**config.mk**
```make
export PLATFORM = sky130hd
export DESIGN_NAME = pll_device_flat
export DESIGN_NICKNAME = d
export VERILOG_FILES = /design/src/pll_pkg.sv /design/src/pll_link_if.sv /design/src/pll_device.sv /design/src/flat_wrapper.sv
export SDC_FILE = /design/constraint.sdc
export NUM_CORES = 1
export LEC_CHECK = 0
export BUFFER_PORTS_ARGS = -buffer_cell sky130_fd_sc_hd__buf_4
export CORE_MARGIN = 2
export CORE_UTILIZATION = 25
export CTS_CLUSTER_DIAMETER = 60
export DETAILED_ROUTE_END_ITERATION = 8
export PLACE_DENSITY_LB_ADDON = 0.12
export SLEW_MARGIN = 25
export SYNTH_ARGS = -nofsm -noshare
export SYNTH_HDL_FRONTEND = slang
export SYNTH_SLANG_ARGS = --single-unit
```
**constraint.sdc**
```tcl
create_clock -name clk_i -period 6.1 [get_ports clk_i]
set_clock_uncertainty 0.05 [all_clocks]
set_input_delay 1.22 -clock clk_i [delete_from_list [all_inputs] [get_ports clk_i]]
set_output_delay 1.22 -clock clk_i [all_outputs]
set_load 0.02 [all_outputs]
```
**src/pll_pkg.sv**
```systemverilog
// constants, field layout and types shared by the synthesizer and its programming host
//
// Contract
// - device shifts serial data, 24 bits, rising edge
// - host sends most significant bit first
// - strobe rise copies word into one latch
// - bits one and zero pick the latch
// - 00 ref, 01 ab, 10 function, 11 init
// - 14-bit reference divider, ratios 1 to 16383
// - feedback divide N equals B times P plus A
// - B programmed only from 3 to 8191
// - A swallow counter takes 0 to 63
// - prescaler 8/9, 16/17, 32/33 or 64/65
// - host keeps N at least P squared minus P
// - host keeps prescaler output at most 300 MHz; the host logic makes no frequency check
// - phase compare with two-bit antibacklash width
// - monitor pin follows three-bit selector
// - precision 0: lock after three good cycles
// - precision 1: lock after five good cycles
// - lock drops on error above 25 ns
// - analog lock: open drain, narrow low pulses
// - power-down closes reference isolate switch
// - divider reset bit holds all counters
// - power-down loads counters, shifter keeps working
package pll_pkg;
  localparam int WORD_W = 24;
  localparam int R_W = 14;
  localparam int A_W = 6;
  localparam int B_W = 13;
  localparam int REF_DIV_LSB = 2;
  localparam int BACKLASH_LSB = 16;
  localparam int LOCK_PREC_BIT = 20;
  localparam int A_LSB = 2;
  localparam int B_LSB = 8;
  localparam int DIV_RESET_BIT = 2;
  localparam int PD1_BIT = 3;
  localparam int MON_LSB = 4;
  localparam int PD2_BIT = 21;
  localparam int PRESC_LSB = 22;
  localparam logic [R_W-1:0] REF_DIV_RST = 14'h0001;
  localparam logic [B_W-1:0] B_RST = 13'h0003;
  localparam logic [B_W-1:0] B_MIN = 13'h0003;
  localparam logic [A_W-1:0] A_RST = 6'h00;
  localparam logic [6:0] PRESC_BASE = 7'h08;
  localparam int CLK_PERIOD_NS = 40;
  localparam int LOCK_SET_NS = 15;
  localparam int LOCK_LOSE_NS = 25;
  localparam int LOCK_SET_INT = LOCK_SET_NS / CLK_PERIOD_NS;
  localparam logic [7:0] LOCK_SET_CYC = (LOCK_SET_INT < 1) ? 8'h01 : 8'(LOCK_SET_INT);
  localparam logic [7:0] LOCK_LOSE_CYC = 8'(LOCK_LOSE_NS / CLK_PERIOD_NS);
  localparam logic [2:0] LOCK_CNT_LO = 3'h3;
  localparam logic [2:0] LOCK_CNT_HI = 3'h5;
  localparam int SCLK_HALF_NS = 80;
  localparam int SCLK_HALF_INT = (SCLK_HALF_NS + CLK_PERIOD_NS - 1) / CLK_PERIOD_NS;
  localparam logic [3:0] SCLK_HALF_CYC = (SCLK_HALF_INT < 1) ? 4'h1 : 4'(SCLK_HALF_INT);
  localparam logic [3:0] ADDR_WORD = 4'h0;
  localparam logic [3:0] ADDR_CTRL = 4'h4;
  localparam int CTRL_START_BIT = 0;
  localparam int CTRL_CE_BIT = 1;
  localparam int STAT_BUSY_BIT = 0;
  localparam int STAT_REJECT_BIT = 1;

  typedef enum logic [1:0] {
    SEL_REF = 2'h0,
    SEL_AB = 2'h1,
    SEL_FUNC = 2'h2,
    SEL_INIT = 2'h3
  } latch_sel_t;

  typedef enum logic [2:0] {
    MON_OFF = 3'h0,
    MON_DLOCK = 3'h1,
    MON_NDIV = 3'h2,
    MON_HIGH = 3'h3,
    MON_RDIV = 3'h4,
    MON_ALOCK = 3'h5,
    MON_SDO = 3'h6,
    MON_LOW = 3'h7
  } mon_sel_t;
endpackage

```
**src/pll_link_if.sv**
```systemverilog
// three-wire programming link plus chip enable between host and synthesizer
interface pll_link_if;
  logic sclk;
  logic sdata;
  logic load_strobe;
  logic chip_enable;
  modport device (input sclk, input sdata, input load_strobe, input chip_enable);
  modport host (output sclk, output sdata, output load_strobe, output chip_enable);
endinterface

```
**src/pll_device.sv**
```systemverilog
// synthesizer digital section: serial latches, dividers, phase compare, lock, monitor mux
module pll_device import pll_pkg::*; (
  input wire logic clk_i,
  input wire logic nrst_i,
  pll_link_if.device link,
  input wire logic reference_input_i,
  input wire logic rf_input_i,
  output logic ref_isolate_switch_o,
  output logic monitor_output_o,
  output logic monitor_output_oe_n_o,
  output logic lock_detect_o,
  output logic pfd_up_o,
  output logic pfd_down_o,
  output logic power_down_o
);

  logic sclk_q, strobe_q, ref_q, rf_q;
  logic sclk_rise, strobe_rise, ref_rise, rf_rise;
  logic [WORD_W-1:0] shift_q;
  logic [R_W-1:0] ref_div_q;
  logic [1:0] backlash_q;
  logic lock_prec_q;
  logic [A_W-1:0] a_q;
  logic [B_W-1:0] b_q;
  logic [1:0] presc_q;
  logic pd1_q, pd2_q, div_reset_q;
  logic [2:0] mon_sel_q;
  logic pd_q, cnt_hold;
  logic [R_W-1:0] r_cnt_q;
  logic ref_pulse;
  logic [6:0] p_val, pre_top, pre_cnt_q;
  logic pre_pulse, n_pulse;
  logic [A_W-1:0] a_rem_q;
  logic [B_W-1:0] b_rem_q;
  logic pend_ref_q, pend_n_q, arr_ref, arr_n, pfd_evt;
  logic [7:0] err_cnt_q;
  logic [2:0] abl_q;
  logic [2:0] good_q, good_need;
  logic lock_q;
  logic mon_q, mon_oe_n_q;

  // inputs are synchronous to clk_i, so edges come from one stage of history
  always_ff @(posedge clk_i or negedge nrst_i) begin
    if (!nrst_i) begin
      sclk_q <= 1'b0;
      strobe_q <= 1'b0;
      ref_q <= 1'b0;
      rf_q <= 1'b0;
    end else begin
      sclk_q <= link.sclk;
      strobe_q <= link.load_strobe;
      ref_q <= reference_input_i;
      rf_q <= rf_input_i;
    end
  end
  assign sclk_rise = link.sclk & ~sclk_q;
  assign strobe_rise = link.load_strobe & ~strobe_q;
  assign ref_rise = reference_input_i & ~ref_q;
  assign rf_rise = rf_input_i & ~rf_q;

  // shifter ignores power-down so software can always reprogram
  always_ff @(posedge clk_i or negedge nrst_i) begin
    if (!nrst_i) begin
      shift_q <= '0;
    end else if (sclk_rise) begin
      shift_q <= {shift_q[WORD_W-2:0], link.sdata};
    end
  end

  always_ff @(posedge clk_i or negedge nrst_i) begin
    if (!nrst_i) begin
      ref_div_q <= REF_DIV_RST;
      backlash_q <= 2'h0;
      lock_prec_q <= 1'b0;
      a_q <= A_RST;
      b_q <= B_RST;
      presc_q <= 2'h0;
      pd1_q <= 1'b0;
      pd2_q <= 1'b0;
      div_reset_q <= 1'b0;
      mon_sel_q <= 3'h0;
    end else if (strobe_rise) begin
      unique case (latch_sel_t'(shift_q[1:0]))
        SEL_REF: begin
          ref_div_q <= shift_q[REF_DIV_LSB +: R_W];
          backlash_q <= shift_q[BACKLASH_LSB +: 2];
          lock_prec_q <= shift_q[LOCK_PREC_BIT];
        end
        SEL_AB: begin
          a_q <= shift_q[A_LSB +: A_W];
          b_q <= shift_q[B_LSB +: B_W];
        end
        SEL_FUNC, SEL_INIT: begin
          presc_q <= shift_q[PRESC_LSB +: 2];
          pd2_q <= shift_q[PD2_BIT];
          pd1_q <= shift_q[PD1_BIT];
          div_reset_q <= shift_q[DIV_RESET_BIT];
          mon_sel_q <= shift_q[MON_LSB +: 3];
        end
      endcase
    end
  end

  // synchronous mode waits for a compare event so the loop sees no frequency jump
  always_ff @(posedge clk_i or negedge nrst_i) begin
    if (!nrst_i) begin
      pd_q <= 1'b0;
    end else if (!link.chip_enable) begin
      pd_q <= 1'b1;
    end else if (!pd1_q) begin
      pd_q <= 1'b0;
    end else if (!pd2_q || pfd_evt) begin
      pd_q <= 1'b1;
    end
  end
  assign cnt_hold = pd_q | div_reset_q;
  assign ref_isolate_switch_o = pd_q;
  assign power_down_o = pd_q;

  // reference divider: terminal count every R edges, R=1 pulses on every edge
  assign ref_pulse = ref_rise & (r_cnt_q == '0) & ~cnt_hold;
  always_ff @(posedge clk_i or negedge nrst_i) begin
    if (!nrst_i) begin
      r_cnt_q <= '0;
    end else if (cnt_hold) begin
      r_cnt_q <= R_W'(ref_div_q - 14'h1);
    end else if (ref_rise) begin
      r_cnt_q <= (r_cnt_q == '0) ? R_W'(ref_div_q - 14'h1) : R_W'(r_cnt_q - 14'h1);
    end
  end

  // prescaler counts P+1 rf edges while the swallow counter is nonzero
  assign p_val = PRESC_BASE << presc_q;
  assign pre_top = (a_rem_q != '0) ? p_val : 7'(p_val - 7'h1);
  assign pre_pulse = rf_rise & (pre_cnt_q == pre_top) & ~cnt_hold;
  assign n_pulse = pre_pulse & (b_rem_q <= 13'h1);

  always_ff @(posedge clk_i or negedge nrst_i) begin
    if (!nrst_i) begin
      pre_cnt_q <= '0;
    end else if (cnt_hold) begin
      pre_cnt_q <= '0;
    end else if (rf_rise) begin
      pre_cnt_q <= pre_pulse ? 7'h0 : 7'(pre_cnt_q + 7'h1);
    end
  end

  always_ff @(posedge clk_i or negedge nrst_i) begin
    if (!nrst_i) begin
      a_rem_q <= A_RST;
      b_rem_q <= B_RST;
    end else if (cnt_hold || n_pulse) begin
      a_rem_q <= a_q;
      b_rem_q <= b_q;
    end else if (pre_pulse) begin
      b_rem_q <= B_W'(b_rem_q - 13'h1);
      if (a_rem_q != '0) begin
        a_rem_q <= A_W'(a_rem_q - 6'h1);
      end
    end
  end

  // phase compare: first arrival opens a window, error is its length in cycles
  assign arr_ref = ref_pulse | pend_ref_q;
  assign arr_n = n_pulse | pend_n_q;
  assign pfd_evt = ~pd_q & arr_ref & arr_n;

  always_ff @(posedge clk_i or negedge nrst_i) begin
    if (!nrst_i) begin
      pend_ref_q <= 1'b0;
      pend_n_q <= 1'b0;
      err_cnt_q <= '0;
    end else if (cnt_hold || pfd_evt) begin
      // an arrival from before a divider reset must not pair with a later one
      pend_ref_q <= 1'b0;
      pend_n_q <= 1'b0;
      err_cnt_q <= '0;
    end else begin
      pend_ref_q <= arr_ref;
      pend_n_q <= arr_n;
      if ((arr_ref || arr_n) && err_cnt_q != 8'hff) begin
        err_cnt_q <= 8'(err_cnt_q + 8'h1);
      end
    end
  end

  // both pump outputs overlap after each event; width is backlash code plus one
  always_ff @(posedge clk_i or negedge nrst_i) begin
    if (!nrst_i) begin
      abl_q <= '0;
    end else if (pd_q) begin
      abl_q <= '0;
    end else if (pfd_evt) begin
      abl_q <= 3'(backlash_q) + 3'h1;
    end else if (abl_q != '0) begin
      abl_q <= 3'(abl_q - 3'h1);
    end
  end
  assign pfd_up_o = pend_ref_q | (abl_q != '0);
  assign pfd_down_o = pend_n_q | (abl_q != '0);

  assign good_need = lock_prec_q ? LOCK_CNT_HI : LOCK_CNT_LO;
  always_ff @(posedge clk_i or negedge nrst_i) begin
    if (!nrst_i) begin
      good_q <= '0;
      lock_q <= 1'b0;
    end else if (cnt_hold) begin
      // a divider reset restarts lock qualification just as power-down does
      good_q <= '0;
      lock_q <= 1'b0;
    end else if (pfd_evt) begin
      if (err_cnt_q < LOCK_SET_CYC) begin
        if (good_q != LOCK_CNT_HI) begin
          good_q <= 3'(good_q + 3'h1);
        end
        if (3'(good_q + 3'h1) >= good_need) begin
          lock_q <= 1'b1;
        end
      end else begin
        good_q <= '0;
        if (err_cnt_q > LOCK_LOSE_CYC) begin
          lock_q <= 1'b0;
        end
      end
    end
  end
  assign lock_detect_o = lock_q;

  always_ff @(posedge clk_i or negedge nrst_i) begin
    if (!nrst_i) begin
      mon_q <= 1'b0;
      mon_oe_n_q <= 1'b1;
    end else begin
      mon_q <= 1'b0;
      mon_oe_n_q <= 1'b0;
      unique case (mon_sel_t'(mon_sel_q))
        MON_OFF: mon_oe_n_q <= 1'b1;
        MON_DLOCK: mon_q <= lock_q;
        MON_NDIV: mon_q <= n_pulse;
        MON_HIGH: mon_q <= 1'b1;
        MON_RDIV: mon_q <= ref_pulse;
        // pulls low only while a pump output is on; locked leaves just the backlash pulse
        MON_ALOCK: mon_oe_n_q <= ~(pfd_up_o | pfd_down_o);
        MON_SDO: mon_q <= shift_q[WORD_W-1];
        MON_LOW: mon_q <= 1'b0;
      endcase
    end
  end
  assign monitor_output_o = mon_q;
  assign monitor_output_oe_n_o = mon_oe_n_q;

endmodule

```
**src/flat_wrapper.sv**
```systemverilog
// flat-port wrapper written by rule: the top's interface ports become plain ports
module pll_device_flat import pll_pkg::*;
  (clk_i, nrst_i, reference_input_i, rf_input_i, ref_isolate_switch_o, monitor_output_o, monitor_output_oe_n_o, lock_detect_o, pfd_up_o, pfd_down_o, power_down_o, link_sclk, link_sdata, link_load_strobe, link_chip_enable);
  pll_link_if link_i ();
  input wire logic clk_i;
  input wire logic nrst_i;
  input wire logic reference_input_i;
  input wire logic rf_input_i;
  output logic ref_isolate_switch_o;
  output logic monitor_output_o;
  output logic monitor_output_oe_n_o;
  output logic lock_detect_o;
  output logic pfd_up_o;
  output logic pfd_down_o;
  output logic power_down_o;
  input wire logic [$bits(link_i.sclk)-1:0] link_sclk;
  input wire logic [$bits(link_i.sdata)-1:0] link_sdata;
  input wire logic [$bits(link_i.load_strobe)-1:0] link_load_strobe;
  input wire logic [$bits(link_i.chip_enable)-1:0] link_chip_enable;
  assign link_i.sclk = link_sclk;
  assign link_i.sdata = link_sdata;
  assign link_i.load_strobe = link_load_strobe;
  assign link_i.chip_enable = link_chip_enable;
  pll_device u_core (.clk_i(clk_i), .nrst_i(nrst_i), .link(link_i), .reference_input_i(reference_input_i), .rf_input_i(rf_input_i), .ref_isolate_switch_o(ref_isolate_switch_o), .monitor_output_o(monitor_output_o), .monitor_output_oe_n_o(monitor_output_oe_n_o), .lock_detect_o(lock_detect_o), .pfd_up_o(pfd_up_o), .pfd_down_o(pfd_down_o), .power_down_o(power_down_o));
endmodule
```
==> out/metrics.yaml <==
final_area_um2: 7840
synth.area.top_cells: "dfrtp_1, mux2_2, a21oi_1"
ys.flop_type: "dfrtp_1"
critPathMaxStageDelay_ns: 0.54
drc: 0
final_hold_viol_count: 0
ios: 15
clk_latency_ns: 0.42
placed_area_um2: 7220
cts_buffers: 17
die_h_um: 168
clockBufferDepth: 2
first_pass_iters: 4
syn_nets: 666
core_area_um2: 26700
cp-start-kind: "register"
synthCells: 642
antenna_cells: 0
p_leak_nw: 3.33
fill_cells: 2769
async_flop_share_pct: 100
syn_area_per_cell_um2: 10.5
yosysTopAreaCellShare_pct: 46.8
fin_nets: 681
tightest_slew_ns: 0.863
drv_slew: 0
track_usage_pct: 12.0
via_per_inst: 4.85
io_buffer_count: 14
synth_compound_area_share_pct: 13.2
routed-via-count: 4903
wl_um: 15900
cpLargestDelayFamily: "simple AND/OR/NAND/NOR gates"
die_width_um: 168
pre_cts_ws_ns: 3.03
clockRootBuffer: "clkbuf_16"
die_area_um2: 28300
dp_hpwl_um: 11200
path_clk_slew_ns: 0.06
finalSetupViolCount: 0
yosys.area_share.simple_pct: 15.2
rsz0062_at_grt: "false"
reg2reg_slack_ns: 3.01
postRouteAntennaNets: 0
status: "completed"
syn_area_um2: 6740
area_growth_pct: 16.4
cts_setup_buffers: 0
yosysSeqAreaShare_pct: 49.2
finalSetupTns_ns: 0
required_ns: 6.36
grt_overflow: 0
synth_edf_count: 0
htreeDepth: 4
end_kind: "register"
yosysWarningCount: 0
final_cell_mix: "dfrtp_1, mux2_2, nand2_1"
synthAdderAreaFrac_pct: 2.97
slew_headroom_pct: 42.3
timing.final.crit_share_pct: 50.7
antenna_found_initial: 0
fmax_mhz: 323
path_max_fanout: 35
cpMaxStageDelayCell: "or4b_1"
wl_per_cell_um: 15.7
postCtsHoldBufs: 0
post-route-min-period_ns: 3.09
maxCapViolCount: 0
fin_hold_ws_ns: 0.449
crit_path_cell_trace: "inv_1 -> ha_1 -> or4b_1 -> nor2_2 -> nor3_1 -> a21o_1 -> a21oi_2 -> buf_4 -> mux2_2 -> o22a_1"
synth_xor_area_share_pct: 2.34
ys_ff_latch: 132
ctsResizeCount: 0
fp-row-count: 60
power_density_nw_per_um2: 449
cts.sinks: 132
arrival_ns: 3.35
grt_pass1_vias: 4874
ys_types: 66
crit_buf_inv: 2
ir_worst_vdd_mv: 0.202
final_common_cell: "dfrtp_1"
gp_congestion: 0.720
grt_max_degree: 85
drtIter0Drc: 211
worst-setup-path-type: "register to register"
setup_ws_ns: 3.01
cts_tree: "done"
synthMuxAreaShare_pct: 13.1
hp-class: "register to register"
start_util_pct: 25.2
synth_top_family_by_area: "simple AND/OR/NAND/NOR gates"
synth_largest_area_cell: "dfrtp_1"
grt_pass1_wl_um: 26600
power_mw: 3.52
drive_gt1_share_pct: 21.2
[logic make-up (layout without fill, tap and decap cells)]
logic type | after synthesis | after routing
and+or+nand+nor | 195 | 195
AOI/OAI and AO/OA | 138 | 138
DFF | 132 | 132
muxes | 80 | 80
buffers and inverters | 63 | 91
xor gates and xnor gates | 18 | 18
adders and majority gates | 16 | 16
[registers in the layout (all words and copies together), names as in the netlist, 2 cells and up]
name               flops
u_core.mon_sel_q       3
u_core.r_cnt_q        14
u_core.b_rem_q        13
u_core.presc_q         2
u_core.ref_div_q      14
u_core.pre_cnt_q       7
u_core.shift_q        24
u_core.b_q            13
u_core.backlash_q      2
u_core.err_cnt_q       8
u_core.good_q          3
u_core.a_q             6
u_core.a_rem_q         6
u_core.abl_q           3
[tightest hold or removal path: stages, from the launching register on]
cell	delay, ns
dfstp_2	0.38
nand2_1	0.05
o31ai_1	0.06
[cells in the mapped netlist (8+ instances only)]
cell and instances:
ha_1 16, xor2_1 11, a21oi_1 41, clkbuf_1 16, nand3_1 26, nor2_1 36, dfrtp_1 126, mux2i_1 13
nand2_1 48, o22ai_1 14, o21ai_0 33, mux2_2 67, inv_1 36, or3_1 10, nor3_1 15, nor4_1 8
or4_1 8
[power breakdown]
group,internal [mW],switching [mW]
Combinational,0.481,0.553
Sequential,1.14,0.268
Clock,0.682,0.396
Total,2.31,1.22
[worst paths after layout]
path / cells past startpoint / start / to
worst max-delay path: 10 / u_core.a_rem_q[0] / u_core.b_rem_q[2]
max in group asynchronous: 2 / nrst_i / u_core.a_rem_q[5]
min in group asynchronous: 1 / nrst_i / u_core.pre_cnt_q[4]
worst max register to register: 10 / u_core.a_rem_q[0] / u_core.b_rem_q[2]
worst min-delay path: 2 / u_core.b_rem_q[1] / u_core.b_rem_q[1]
worst min register to register: 2 / u_core.b_rem_q[1] / u_core.b_rem_q[1]
[layout make-up]
class | count | area (µm²) | area share (%)
multi-input combinational | 447 | 3180 | 40.5
inverter | 37 | 139 | 1.77
tap | 341 | 427 | 5.44
clock buffer | 18 | 429 | 5.48
timing repair buffer | 22 | 169 | 2.16
clock inverter | 14 | 185 | 2.36
sequential | 132 | 3310 | 42.2
[stage by stage]
step                      utilization (%)  instances
after floorplan                         -        642
after global placement               27.0        979
after detailed placement             27.0        979
after CTS                            29.3       1011
after global routing                 29.3       1011
final                                29.3       1011
[per-layer routing]
layer | share of wire, % | GRT usage, %
met2 | 47 | 18.8
met3 | 3.1 | 2.44
met1 | 48 | 16.5
met5 | 0 | 0
met4 | 1.6 | 4.31
(Power assumes the default switching activity.)
